===== config.mk =====
export PLATFORM = sky130hd
export DESIGN_NAME = pin_two_output_ctrl
export DESIGN_NICKNAME = d
export VERILOG_FILES = /design/src/include/pin_two_pkg.sv /design/src/rtl/pin_two_output_ctrl.sv /design/src/rtl/pin_two_source_mux.sv
export SDC_FILE = /design/constraint.sdc
export NUM_CORES = 1
export LEC_CHECK = 0
export BUFFER_PORTS_ARGS = -buffer_cell sky130_fd_sc_hd__buf_2
export CORE_MARGIN = 3
export CORE_UTILIZATION = 38
export CTS_BUF_LIST = sky130_fd_sc_hd__clkbuf_8 sky130_fd_sc_hd__clkbuf_16
export DETAILED_ROUTE_END_ITERATION = 16
export PLACE_DENSITY_LB_ADDON = 0.3
export SYNTH_ARGS = -nofsm -noshare
export SYNTH_HDL_FRONTEND = slang
export SYNTH_HIERARCHICAL = 1
export SYNTH_SLANG_ARGS = --single-unit

===== constraint.sdc =====
create_clock -name MCLK_IN -period 2.2 [get_ports MCLK_IN]
set_clock_uncertainty 0.05 [all_clocks]
set_input_delay 0.11 -clock MCLK_IN [delete_from_list [all_inputs] [get_ports MCLK_IN]]
set_output_delay 0.11 -clock MCLK_IN [all_outputs]
set_load 0.05 [all_outputs]

===== src/include/pin_two_pkg.sv =====
// Purpose: Shared constants and carrier types for the pin two output source selector
// Assumes: 32-bit AXI4-Lite register bus with 8-bit byte addresses
// Notes:   Register offsets are word indexes; the byte address is four times the index
package pin_two_pkg;

  localparam int          ADDR_W        = 8;
  localparam int          DATA_W        = 32;
  localparam int          RX_PORTS      = 4;

  // Word indexes of the registers and their byte addresses
  localparam logic [7:0]  CTRL_INDEX    = 8'h12;
  localparam logic [7:0]  STATUS_INDEX  = 8'h20;
  localparam logic [7:0]  CTRL_ADDR     = CTRL_INDEX << 2;
  localparam logic [7:0]  STATUS_ADDR   = STATUS_INDEX << 2;

  // Control register layout and reset value
  localparam int          SEL_LSB       = 5;
  localparam int          SRC_LSB       = 2;
  localparam int          VAL_BIT       = 1;
  localparam int          EN_BIT        = 0;
  localparam logic [7:0]  CTRL_RESET    = 8'h00;

  // Status register layout
  localparam int          STAT_DRIVE_BIT = 0;
  localparam int          STAT_LEVEL_BIT = 1;

  localparam logic [1:0]  RESP_OKAY     = 2'h0;
  localparam logic [1:0]  RESP_SLVERR   = 2'h2;

  // Source group codes
  localparam logic [2:0]  SRC_DEVICE    = 3'h4;
  localparam logic [2:0]  SRC_TX        = 3'h6;

  // Signal select codes
  localparam logic [2:0]  SEL_CODE_0    = 3'h0;
  localparam logic [2:0]  SEL_CODE_1    = 3'h1;
  localparam logic [2:0]  SEL_CODE_2    = 3'h2;
  localparam logic [2:0]  SEL_CODE_3    = 3'h3;
  localparam logic [2:0]  SEL_CODE_4    = 3'h4;
  localparam logic [2:0]  SEL_CODE_5    = 3'h5;
  localparam logic [2:0]  SEL_CODE_6    = 3'h6;
  localparam logic [2:0]  SEL_CODE_7    = 3'h7;

  typedef struct packed {
    logic [2:0] signal_select;
    logic [2:0] source_group;
    logic       local_value;
    logic       drive_enable;
  } ctrl_s;

  typedef struct packed {
    logic [3:0] gpio;
    logic       lock;
    logic       pass;
    logic       frame_valid;
    logic       line_valid;
  } rx_port_s;

  typedef struct packed {
    logic       frame_valid;
    logic       line_valid;
    logic       synced;
    logic       irq;
  } tx_port_s;

  // An empty mask yields one, the neutral value of AND
  function automatic logic all_of(input logic [3:0] bits, input logic [3:0] mask);
    return &(bits | ~mask);
  endfunction

  function automatic logic any_of(input logic [3:0] bits, input logic [3:0] mask);
    return |(bits & mask);
  endfunction

endpackage


===== src/rtl/pin_two_output_ctrl.sv =====
// Purpose: Pin two output control register with source selection and AXI4-Lite access
// Assumes: One clock; all status inputs synchronous to MCLK_IN
// Notes:   Pin level and drive follow the control register one cycle later
//
// Function
// The control register at index 0x12 resets to zero: pin off, selectors zero.
// Bits 4:2 pick the group: ports 0-3, device status, or transmit port.
// For a receive port, select codes 0-3 give that port's forwarded signals 0-3.
// For a receive port, codes 4-7 give lock, pass, frame valid, line valid.
// For device status, code 2 gives AND of locks of enabled ports.
// For device status, code 3 gives AND of passes, code 4 frame sync.
// For transmit port, codes 0-3 give pass AND, pass OR, frame, line valid.
// For transmit port, code 4 gives synchronized, code 5 transmit interrupt.
// Bit 0 enables the pin driver; bit 1 is the locally written value.
// For device status, code 0 gives local value, code 1 OR of locks.
// With drive disabled the pin is not driven; reserved codes give low.
//
// Decided for this implementation: the AXI4-Lite register port.
`timescale 1ns/1ps
module pin_two_output_ctrl (
  input  wire logic                        MCLK_IN,
  input  wire logic                        RESET_IN,
  input  wire logic [7:0]                  AWADDR_IN,
  input  wire logic                        AWVALID_IN,
  output logic                             AWREADY_OUT,
  input  wire logic [31:0]                 WDATA_IN,
  input  wire logic [3:0]                  WSTRB_IN,
  input  wire logic                        WVALID_IN,
  output logic                             WREADY_OUT,
  output logic [1:0]                       BRESP_OUT,
  output logic                             BVALID_OUT,
  input  wire logic                        BREADY_IN,
  input  wire logic [7:0]                  ARADDR_IN,
  input  wire logic                        ARVALID_IN,
  output logic                             ARREADY_OUT,
  output logic [31:0]                      RDATA_OUT,
  output logic [1:0]                       RRESP_OUT,
  output logic                             RVALID_OUT,
  input  wire logic                        RREADY_IN,
  input  wire pin_two_pkg::rx_port_s [3:0] RX_PORTS_IN,
  input  wire logic [3:0]                  RX_ENABLE_IN,
  input  wire logic [3:0]                  TX_SELECT_IN,
  input  wire logic                        FRAME_SYNC_IN,
  input  wire pin_two_pkg::tx_port_s       TX_STATUS_IN,
  output logic                             PIN_TWO_OUT,
  output logic                             PIN_TWO_DRIVE_N_OUT
);

  typedef struct packed {
    pin_two_pkg::ctrl_s ctrl;
    logic               aw_rdy;
    logic [7:0]         aw_addr;
    logic               w_rdy;
    logic [31:0]        w_data;
    logic [3:0]         w_strb;
    logic               b_vld;
    logic [1:0]         b_resp;
    logic               ar_rdy;
    logic               r_vld;
    logic [1:0]         r_resp;
    logic [31:0]        r_data;
    logic               pin_level;
    logic               pin_drive_n;
  } state_s;

  state_s st_reg;
  state_s st_next;
  logic   mux_level;

  function automatic logic is_addr(input logic [7:0] addr, input logic [7:0] target);
    return addr == target;
  endfunction

  pin_two_source_mux u_mux (
    .ctrl_in       (st_reg.ctrl),
    .rx_ports_in   (RX_PORTS_IN),
    .rx_enable_in  (RX_ENABLE_IN),
    .tx_select_in  (TX_SELECT_IN),
    .frame_sync_in (FRAME_SYNC_IN),
    .tx_in         (TX_STATUS_IN),
    .level_out     (mux_level)
  );

  always_comb begin
    st_next = st_reg;

    // Address and data may arrive in either order; each is held until both are in
    if (AWVALID_IN && st_reg.aw_rdy) begin
      st_next.aw_rdy  = 1'b0;
      st_next.aw_addr = AWADDR_IN;
    end
    if (WVALID_IN && st_reg.w_rdy) begin
      st_next.w_rdy  = 1'b0;
      st_next.w_data = WDATA_IN;
      st_next.w_strb = WSTRB_IN;
    end
    if (!st_reg.aw_rdy && !st_reg.w_rdy && !st_reg.b_vld) begin
      st_next.b_vld = 1'b1;
      if (is_addr(st_reg.aw_addr, pin_two_pkg::CTRL_ADDR)) begin
        st_next.b_resp = pin_two_pkg::RESP_OKAY;
        // Only the low byte lane carries the register; other lanes are ignored
        if (st_reg.w_strb[0]) begin
          st_next.ctrl = pin_two_pkg::ctrl_s'(st_reg.w_data[7:0]);
        end
      end else begin
        st_next.b_resp = pin_two_pkg::RESP_SLVERR;
      end
    end
    if (st_reg.b_vld && BREADY_IN) begin
      st_next.b_vld  = 1'b0;
      st_next.aw_rdy = 1'b1;
      st_next.w_rdy  = 1'b1;
    end

    // Read: one outstanding at a time, answer one cycle after the address
    if (ARVALID_IN && st_reg.ar_rdy) begin
      st_next.ar_rdy = 1'b0;
      st_next.r_vld  = 1'b1;
      st_next.r_resp = pin_two_pkg::RESP_OKAY;
      st_next.r_data = 32'h0000_0000;
      if (is_addr(ARADDR_IN, pin_two_pkg::CTRL_ADDR)) begin
        st_next.r_data[7:0] = st_reg.ctrl;
      end else if (is_addr(ARADDR_IN, pin_two_pkg::STATUS_ADDR)) begin
        st_next.r_data[pin_two_pkg::STAT_DRIVE_BIT] = !st_reg.pin_drive_n;
        st_next.r_data[pin_two_pkg::STAT_LEVEL_BIT] = st_reg.pin_level;
      end else begin
        st_next.r_resp = pin_two_pkg::RESP_SLVERR;
      end
    end
    if (st_reg.r_vld && RREADY_IN) begin
      st_next.r_vld  = 1'b0;
      st_next.ar_rdy = 1'b1;
    end

    // Pin forced low and released whenever the driver is off
    st_next.pin_drive_n = !st_reg.ctrl.drive_enable;
    st_next.pin_level   = st_reg.ctrl.drive_enable & mux_level;
  end

  always_ff @(posedge MCLK_IN or posedge RESET_IN) begin
    if (RESET_IN) begin
      st_reg             <= '0;
      st_reg.ctrl        <= pin_two_pkg::CTRL_RESET;
      st_reg.aw_rdy      <= 1'b1;
      st_reg.w_rdy       <= 1'b1;
      st_reg.ar_rdy      <= 1'b1;
      st_reg.pin_drive_n <= 1'b1;
    end else begin
      st_reg <= st_next;
    end
  end

  assign AWREADY_OUT         = st_reg.aw_rdy;
  assign WREADY_OUT          = st_reg.w_rdy;
  assign BVALID_OUT          = st_reg.b_vld;
  assign BRESP_OUT           = st_reg.b_resp;
  assign ARREADY_OUT         = st_reg.ar_rdy;
  assign RVALID_OUT          = st_reg.r_vld;
  assign RRESP_OUT           = st_reg.r_resp;
  assign RDATA_OUT           = st_reg.r_data;
  assign PIN_TWO_OUT         = st_reg.pin_level;
  assign PIN_TWO_DRIVE_N_OUT = st_reg.pin_drive_n;

  logic [2:0] src;
  logic [2:0] sel;
  logic       en;
  assign src = st_reg.ctrl.source_group;
  assign sel = st_reg.ctrl.signal_select;
  assign en  = st_reg.ctrl.drive_enable;
endmodule


===== src/rtl/pin_two_source_mux.sv =====
// Purpose: Picks the level for pin two from the source group and signal select
// Assumes: All inputs synchronous to the device clock
// Notes:   Purely combinational; the caller registers the result
`timescale 1ns/1ps
module pin_two_source_mux (
  input  wire pin_two_pkg::ctrl_s          ctrl_in,
  input  wire pin_two_pkg::rx_port_s [3:0] rx_ports_in,
  input  wire logic [3:0]                  rx_enable_in,
  input  wire logic [3:0]                  tx_select_in,
  input  wire logic                        frame_sync_in,
  input  wire pin_two_pkg::tx_port_s       tx_in,
  output logic                             level_out
);

  logic [3:0]            lock_v;
  logic [3:0]            pass_v;
  pin_two_pkg::rx_port_s port;

  always_comb begin
    lock_v = 4'h0;
    pass_v = 4'h0;
    for (int i = 0; i < pin_two_pkg::RX_PORTS; i++) begin
      lock_v[i] = rx_ports_in[i].lock;
      pass_v[i] = rx_ports_in[i].pass;
    end
  end

  always_comb begin
    level_out = 1'b0;
    port      = rx_ports_in[ctrl_in.source_group[1:0]];
    if (!ctrl_in.source_group[2]) begin
      case (ctrl_in.signal_select)
        pin_two_pkg::SEL_CODE_4: level_out = port.lock;
        pin_two_pkg::SEL_CODE_5: level_out = port.pass;
        pin_two_pkg::SEL_CODE_6: level_out = port.frame_valid;
        pin_two_pkg::SEL_CODE_7: level_out = port.line_valid;
        default:                 level_out = port.gpio[ctrl_in.signal_select[1:0]];
      endcase
    end else begin
      case (ctrl_in.source_group)
        pin_two_pkg::SRC_DEVICE: begin
          case (ctrl_in.signal_select)
            pin_two_pkg::SEL_CODE_0: level_out = ctrl_in.local_value;
            pin_two_pkg::SEL_CODE_1: level_out = pin_two_pkg::any_of(lock_v, rx_enable_in);
            pin_two_pkg::SEL_CODE_2: level_out = pin_two_pkg::all_of(lock_v, rx_enable_in);
            pin_two_pkg::SEL_CODE_3: level_out = pin_two_pkg::all_of(pass_v, rx_enable_in);
            pin_two_pkg::SEL_CODE_4: level_out = frame_sync_in;
            default:                 level_out = 1'b0;
          endcase
        end
        pin_two_pkg::SRC_TX: begin
          case (ctrl_in.signal_select)
            pin_two_pkg::SEL_CODE_0: level_out = pin_two_pkg::all_of(pass_v, tx_select_in);
            pin_two_pkg::SEL_CODE_1: level_out = pin_two_pkg::any_of(pass_v, tx_select_in);
            pin_two_pkg::SEL_CODE_2: level_out = tx_in.frame_valid;
            pin_two_pkg::SEL_CODE_3: level_out = tx_in.line_valid;
            pin_two_pkg::SEL_CODE_4: level_out = tx_in.synced;
            pin_two_pkg::SEL_CODE_5: level_out = tx_in.irq;
            default:                 level_out = 1'b0;
          endcase
        end
        default: level_out = 1'b0;
      endcase
    end
  end

endmodule


Word level (Yosys, flattened, before mapping). Index checks and enable logic that the tools add are counted.

Register bits: 71. Input port bits: 104. Output and inout bits: 43. Word-level logic and storage cells: 85.

Order comparisons: 2. Equality and inequality tests: 12. Muxes and demuxes: 23. Bitwise gates (word level): 8. Reduce and logical (&&, ||, !) cells: 23.

Operators with widths (count): 37-bit 2-to-1 mux (1); 36-bit 2-to-1 mux (1); 3-bit == test (second input constant) (6); 8-bit binary-select mux with 2-bit select (1); 8-bit by 7-bit == test with 1-bit output (second input constant) (2); 2-bit 2-to-1 mux (6); 4-bit bitwise OR (3); 4-bit AND reduction (3); 9-bit 2-to-1 mux (1); 4-bit AND (2); 8-bit == test (second input constant) (1); 8-bit 2-to-1 mux (1); 4-bit NOT (2); 2-bit nonzero test (4); 4-bit OR reduction (2); 1-bit logical AND (7); 3-bit by 2-bit == test with 1-bit output (second input constant) (2); 2-bit by 3-bit less-than comparator with 1-bit output (second input constant) (2); 6-bit 2-to-1 mux (1); 1-bit one-hot mux with 6 select lines (1); 1-bit logical NOT (5); 1-bit 2-to-1 mux (5); 1-bit one-hot mux with 5 select lines (1); 1-bit one-hot mux with 4 select lines (1); other kinds (7) (7).

Longest topological paths before layout. Gate-level depths: netlist of the first run.

Word-level depth: 7. Depth in mapped cells: 8. Gate-level depth less buffers: 6.

By module. Netlist of the first run, hierarchy kept.

By module, submodules not included: pin_two_output_ctrl (instances 1, cells each 163, area each 1934.4 um2, seq. area each 1056.0 um2); pin_two_source_mux (instances 1, cells each 68, area each 581.8 um2, seq. area each 0.0 um2).

Worst setup path before layout of the first run. OpenSTA, ideal clock, no wires.

Kind: reg2reg. Start: register st_reg, in the netlist sel[1]. End: register st_reg, in the netlist PIN_TWO_OUT. Setup time: 119 ps. Arrival: 1652 ps. Slack: 379 ps. Stages on the path, launching flop included: 8. Path buffers: 1. Period minus slack after synthesis: 1821 ps. Path through: dfrtp_1 > buf_6 > mux4_2 > mux2i_1 > nor4_1 > a2111oi_2 > nand3_1 > and2_1.

RTL lines: start: declaration (line pin_two_output_ctrl.sv:66) `state_s st_reg;`; start signal: assignment (line pin_two_output_ctrl.sv:149) `st_reg <= st_next;`.

==> key figures, run 1 <==
Setup path
  – Cell family with most CP delay: simple AND/OR/NAND/NOR gates
  – Worst path depth: 5
  – Critical Path Sink Type: register
  – Startpoint Class: register
  – Largest stage delay, worst path: 0.55 ns
  – Reg2reg path depth: 5
  – Worst endpoint required time: 2.33 ns
  – Reg2reg setup slack: 0.24 ns
  – Worst setup path class: register to register
  – Crit path launch: sel[0]
  – Worst R2R End: PIN_TWO_OUT
  – Arr. time, crit path: 2.08 ns
  – Crit path cell chain: mux4_2, or3_1, nand4b_1, nand3_1, and2_1
  – Critical Path Fanout Max: 7
  – Crit path max-delay cell type: mux4_2
  – Worst path bufs/invs: 0
  – Worst R2R Start: sel[0]
  – Worst setup path end: PIN_TWO_OUT

Power
  – Total power draw: 2.66 mW
  – Combinational Power Share: 33.1%
  – P_int: 1.77 mW
  – Clk network pwr share: 23.2%
  – Leakage: 1.52 nW
  – Sequential power share: 43.7%
  – Net Sw Frac: 33.5%
  – Max VDD drop: 777 uV
  – Switching pwr: 0.891 mW
  – Power Density: 833 nW/um^2

Floorplan
  – Initial core utilization: 39.4%
  – Io pins: 147
  – Row count: 29
  – Die Height: 87.4 microns
  – Core area: 6390 sq um
  – Die area: 7630 sq um
  – Die Width: 87.4 microns

Clocking
  – Inserted Clock Buffers: 5
  – Buffer depth of the longest clock path: 2
  – Sink Count: 42
  – Clock transition at path regs: 0.08 ns
  – CTS H-tree lvls: 2
  – Post-CTS Hold Buffers: 16
  – Postcts setup bufs: 0
  – Root Buffer: clkbuf_8
  – Post-CTS Resized: 0
  – Clk_lat worst skew: 0.28 ns
  – CTS tree: done

STA
  – Final Hold Fails: 0
  – Fin. max-slew vios: 0
  – Unrepaired setup endpoints after global routing: no
  – Fin crit period: 1.96 ns
  – Setup violators final: 0
  – Worst Max-Slew Pin Slew: 0.514 ns
  – Crit share post-route: 88.9%
  – Final Worst Setup Slack: 0.244 ns
  – Fin Setup TNS: 0 ns
  – Hold slack: 0.0104 ns
  – Max Clk Rate: 511 MHz
  – Worst slew margin: 65.7%

Yosys
  – Post-synth top cells: 38 x dfrtp_1, 37 x buf_4, 27 x mux2_2, 19 x nand2_1, 11 x nand2b_1
  – Top-count cell post-synth: dfrtp_1
  – Yosys warnings: 6
  – Netlist Area Pre-Place: 2520 sq um
  – Number of synthesized flops with an enable pin: 0
  – Largest cells by area after synthesis: dfrtp_1 38%, mux2_2 12%, buf_4 11%
  – Post-synthesis simple-gate area fraction: 14.1%
  – Main combinational cell family by area after synthesis: multiplexers
  – Avg Synthesized Cell Area: 10.9 sq um
  – Synth area leader: dfrtp_1
  – Seq cells post-synth: 42
  – Ys flop type: dfrtp_1
  – Post-synthesis adder-cell area fraction: 0%
  – Synthesized instance count: 231
  – Synth Area in Compound Gates: 9.90%
  – Top cell type's share of synthesized area: 37.8%
  – Xor and xnor area share after synthesis: 0%
  – Register area share after synthesis: 42.0%
  – Post-synthesis mux area share: 19.8%
  – Synth unique cells: 48
  – Async SR Flop Fraction: 100%

Route
  – Initial DRC count: 72
  – WL final: 5390 microns
  – Vias per cell: 4.83
  – Pre-Repair DR Iteration Count: 4
  – DR vias: 1995
  – Wire per inst: 13.1 microns
  – DRC: 0
  – Count of antenna-violating nets left after detailed routing: 0

Layout
  – Share of cells above drive strength 1: 43.5%
  – Max FFs per register: 18
  – Nets: 439
  – Area growth, synth to finish: 26.8%
  – Design Area, Final: 3190 sq um
  – Finished Layout Cells: 413
  – Antenna Cells: 0
  – Core Util, Final: 50.0%

Min path
  – Hold Crit Class: input pin to register

GRT
  – Grt ovf: 0
  – First-pass GRT wire length: 8600 microns
  – Initial antenna violation count: 0
  – Pin count of the biggest net entering global routing: 43
  – Vias in the first global route: 1936
  – GRT Total Usage: 14.0%

Placement
  – Placed Cells: 387
  – Detail Placement HPWL: 4200 microns
  – Final GP Congestion: 0.724
  – Placed inst area: 2890 sq um
  – Dpl ws: 0.228 ns
  – IO Port Bufs: 93

Job
  – Max Cap Viol: 0

Run status
  – Outcome: completed
## routing by layer
layer | up-vias | share of wire, % | track usage, %
li1 | 979 | - | -
met3 | 0 | 7.5 | 3.31
met2 | 71 | 52 | 25.3
met5 | - | 0 | 0
met4 | 0 | 0 | 2.51
met1 | 945 | 41 | 17.0
## cell usage in the layout (no fill, tap or decap), types with 2 or more instances in the layout
cell type,n
mux2i_1,6
nand2_1,19
o41ai_1,2
o21ai_0,3
buf_2,93
a21oi_1,2
a2111oi_0,3
o21ai_1,6
mux2_2,27
o2111ai_1,3
nand2b_1,11
a221oi_1,2
nor4bb_1,2
dfrtp_1,38
a22oi_1,4
nor2b_1,3
nand3b_1,2
inv_1,10
nor4_1,4
nor2_1,5
or3_1,2
clkbuf_8,6
dlygate4sd3_1,18
mux4_2,6
buf_4,5
and2_1,2
dfstp_2,4
conb_1,26
## power groups by stage
stage,clock network (mW),registers [mW],logic [mW]
after floorplan,0,1.24,0.625
after global placement,0,1.17,0.847
after detailed placement,0,1.18,0.866
after CTS,0.635,1.17,0.888
after global routing,0.668,1.20,0.958
final,0.617,1.16,0.879
## kinds of logic (layout without fill, tap and decap cells)
logic type,Yosys count,count (layout)
AO/OA/AOI/OAI,34,34
buffers and inverters,54,134
flip-flops,42,42
multiplexers,39,39
AND/OR/NAND/NOR,61,61
other,1,26
## how the worst min path moves through the flow
stage,end,from,cells past startpoint,slack (ns)
after global placement,st_reg[82],RESET_IN,3,0.22
final,st_reg[46],WDATA_IN[1],2,0.01
after CTS,st_reg[51],WDATA_IN[6],2,0.002
after detailed placement,en,RESET_IN,3,0.22
after floorplan,ARREADY_OUT,ARVALID_IN,1,0.12
after global routing,st_reg[46],WDATA_IN[1],2,0.0008
## area by class of cell
type | instances | area (sq um)
Clock buffer | 6 | 82.6
Clock inverter | 2 | 33.8
Fill cell | 609 | 3200
Inverter | 10 | 37.5
Multi-Input combinational cell | 160 | 1200
Sequential cell | 42 | 1060
Tap cell | 77 | 96.3
Timing Repair Buffer | 116 | 683
## worst reg2reg max path, cell delays in order, from the launching register on
cell	delay [ns]
dfrtp_1	0.54
mux4_2	0.56
or3_1	0.31
nand4b_1	0.11
nand3_1	0.11
and2_1	0.17
Power figures use the tool's default switching activity.
==> inputs of run 2 (changes only) <==
--- a/config.mk
+++ b/config.mk
@@ -11,6 +11,7 @@
 export CTS_BUF_LIST = sky130_fd_sc_hd__clkbuf_8 sky130_fd_sc_hd__clkbuf_16
 export DETAILED_ROUTE_END_ITERATION = 16
 export PLACE_DENSITY_LB_ADDON = 0.3
+export REMOVE_ABC_BUFFERS = 1
 export SYNTH_ARGS = -nofsm -noshare
 export SYNTH_HDL_FRONTEND = slang
 export SYNTH_HIERARCHICAL = 1
==> run 2 against run 1 <==
Die area stayed put. Critical path depth stayed put. Final cell count is 1.5% higher. Clock-buffer cell count is the same. Non-clock buffer count increased by 6. Maximum frequency decreased by 1.5%. Total power down 3.8%. Register-to-register slack worse by 0.03 ns. Routed wire length up 3.6%. Largest power group unchanged.
==> key figures, run 2 (same netlist as run 1, synthesis figures left out) <==
Clocking
  – Inserted Clock Buffers: 5 (unchanged)
  – Clock transition at path regs: 0.08 ns (about the same)
  – CTS tree: done (unchanged)
  – CTS H-tree lvls: 2 (unchanged)
  – Buffer depth of the longest clock path: 2 (unchanged)
  – Sink Count: 42 (unchanged)
  – Clk_lat worst skew: 0.29 ns (was 0.28 ns)
  – Post-CTS Resized: 0 (unchanged)
  – Root Buffer: clkbuf_8 (unchanged)

Floorplan
  – Die Height: 87.4 microns (unchanged)
  – Initial core utilization: 39.4% (unchanged)
  – Row count: 29 (unchanged)
  – Die Width: 87.4 microns (unchanged)
  – Core area: 6390 sq um (unchanged)
  – Die area: 7630 sq um (unchanged)
  – Io pins: 147 (unchanged)

Power
  – Power Density: 794 nW/um^2 (was 833 nW/um^2)
  – Max VDD drop: 648 uV (was 777 uV)
  – Leakage: 1.54 nW (was 1.52 nW)

GRT
  – First-pass GRT wire length: 8770 microns (was 8600 microns)
  – Initial antenna violation count: 0 (unchanged)
  – Vias in the first global route: 1927 (was 1936)
  – Pin count of the biggest net entering global routing: 32 (was 43)
  – Grt ovf: 0 (unchanged)
  – GRT Total Usage: 14.3% (was 14.0%)

Layout
  – Share of cells above drive strength 1: 43.3% (was 43.5%)
  – Nets: 445 (was 439)
  – Max FFs per register: 18 (unchanged)
  – Area occupied by registers: 1060 sq um (unchanged)
  – Area growth, synth to finish: 28.0% (was 26.8%)
  – Most frequent cells in the layout: 93 x buf_2, 38 x dfrtp_1, 27 x mux2_2 (unchanged)
  – Antenna Cells: 0 (unchanged)
  – Number of fill cells: 612 (was 609)
  – Area of the multi-input gates: 1200 sq um (unchanged)
  – Finished Layout Cells: 419 (was 413)
  – Most common cell after layout, fill and taps aside: buf_2 (unchanged)

Placement
  – Placed Cells: 389 (was 387)
  – Final GP Congestion: 0.723 (was 0.724)
  – Detail Placement HPWL: 4220 microns (was 4200 microns)
  – IO Port Bufs: 93 (unchanged)
  – Dpl ws: 0.201 ns (was 0.228 ns)

Route
  – Wire per inst: 13.3 microns (was 13.1 microns)
  – Vias per cell: 4.85 (was 4.83)
  – Pre-Repair DR Iteration Count: 4 (unchanged)
  – Count of antenna-violating nets left after detailed routing: 0 (unchanged)
  – Initial DRC count: 82 (was 72)
  – DRC: 0 (unchanged)
  – WL final: 5590 microns (was 5390 microns)
  – DR vias: 2033 (was 1995)

STA
  – Fin crit period: 1.99 ns (was 1.96 ns)
  – Worst Max-Slew Pin Slew: 1.06 ns (was 0.514 ns)
  – Setup violators final: 0 (unchanged)
  – Max Clk Rate: 504 MHz (was 511 MHz)
  – Unrepaired setup endpoints after global routing: no (unchanged)
  – Final Worst Setup Slack: 0.214 ns (was 0.244 ns)
  – Crit share post-route: 90.3% (was 88.9%)
  – Fin. max-slew vios: 0 (unchanged)
  – Worst slew margin: 29.1% (was 65.7%)
  – Final Hold Fails: 0 (unchanged)
  – Fin Setup TNS: 0 ns (unchanged)

Setup path
  – Critical Path Fanout Max: 9 (was 7)
  – Crit path cell chain: mux4_2, or3_1, nand4b_1, nand3_1, and2_1 (unchanged)
  – Startpoint Class: register (unchanged)
  – Arr. time, crit path: 2.12 ns (was 2.08 ns)
  – Crit path max-delay cell type: dfrtp_1 (was mux4_2)
  – Reg2reg path depth: 5 (unchanged)
  – Worst endpoint required time: 2.33 ns (about the same)
  – Worst setup path class: register to register (unchanged)
  – Critical Path Sink Type: register (unchanged)
  – Reg2reg setup slack: 0.21 ns (was 0.24 ns)
  – Largest stage delay, worst path: 0.61 ns (was 0.55 ns)
  – Worst R2R Start: sel[0] (unchanged)
  – Worst R2R End: PIN_TWO_OUT (unchanged)

Min path
  – Worst Hold End: st_reg[81] (was st_reg[46])
  – Hold path startpoint: AWADDR_IN[3] (was WDATA_IN[1])
  – Hold depth: 2 (unchanged)
  – Hold Crit Class: input pin to register (unchanged)

Job
  – Max Cap Viol: 0 (unchanged)

Run status
  – Outcome: completed (unchanged)
## run 2: layout make-up
cell class | instances | share of cell area (%)
Multi-Input combinational cell | 160 | 37.3
Sequential cell | 42 | 32.8
Timing Repair Buffer | 122 | 22.9
Tap cell | 77 | 2.99
Clock buffer | 6 | 2.56
Inverter | 10 | 1.17
Clock inverter | 2 | 0.272
## run 2: critical path: cells and delay by family (launching register included)
| family | cells | cell delay [ns] |
|---|---|---|
| and+or+nand+nor | 4 | 0.67 |
| muxes | 1 | 0.55 |
| DFF | 1 | 0.61 |
## run 2: worst max-delay path by stage
| stage | from | endpoint | slack, ns |
|---|---|---|---|
| CTS | sel[0] | PIN_TWO_OUT | 0.18 |
| global placement | sel[0] | PIN_TWO_OUT | 0.21 |
| detailed placement | sel[0] | PIN_TWO_OUT | 0.20 |
| floorplan | sel[1] | PIN_TWO_OUT | 0.18 |
| global route | sel[0] | PIN_TWO_OUT | 0.05 |
| finish | sel[0] | PIN_TWO_OUT | 0.21 |
## run 2: where the power goes
part	internal, mW	switching, mW
clock	0.249	0.256
combinational	0.405	0.484
sequential	1.00	0.159
total	1.66	0.898
## run 2: per-stage QoR
| stage | power (mW) | hold WS (ns) | util (%) | area [sq um] |
|---|---|---|---|---|
| after floorplan | 1.80 | 0.123 | - | 2290 |
| after detailed placement | 2.05 | 0.224 | 45.6 | 2910 |
| after CTS | 2.59 | 0.00257 | 50.3 | 3210 |
| after global placement | 2.02 | 0.222 | 45.6 | 2910 |
| final | 2.56 | 0.00781 | 50.4 | 3220 |
| after global routing | 2.73 | 0.0139 | 50.4 | 3220 |
## run 2: repair_timing
action | 4_1_cts | 5_1_grt
setup buffers | 0 | 0
hold endpoints to repair | 47 | 1
hold buffers | 21 | 1
## run 2: metal layers
layer / GRT usage [%] / vias to the layer above / part of all wire, %
met5: 0 / - / 0
met3: 3.41 / 4 / 8.3
met2: 23.8 / 85 / 48
met4: 2.51 / 0 / 0.36
met1: 19.0 / 956 / 44
li1: - / 988 / -
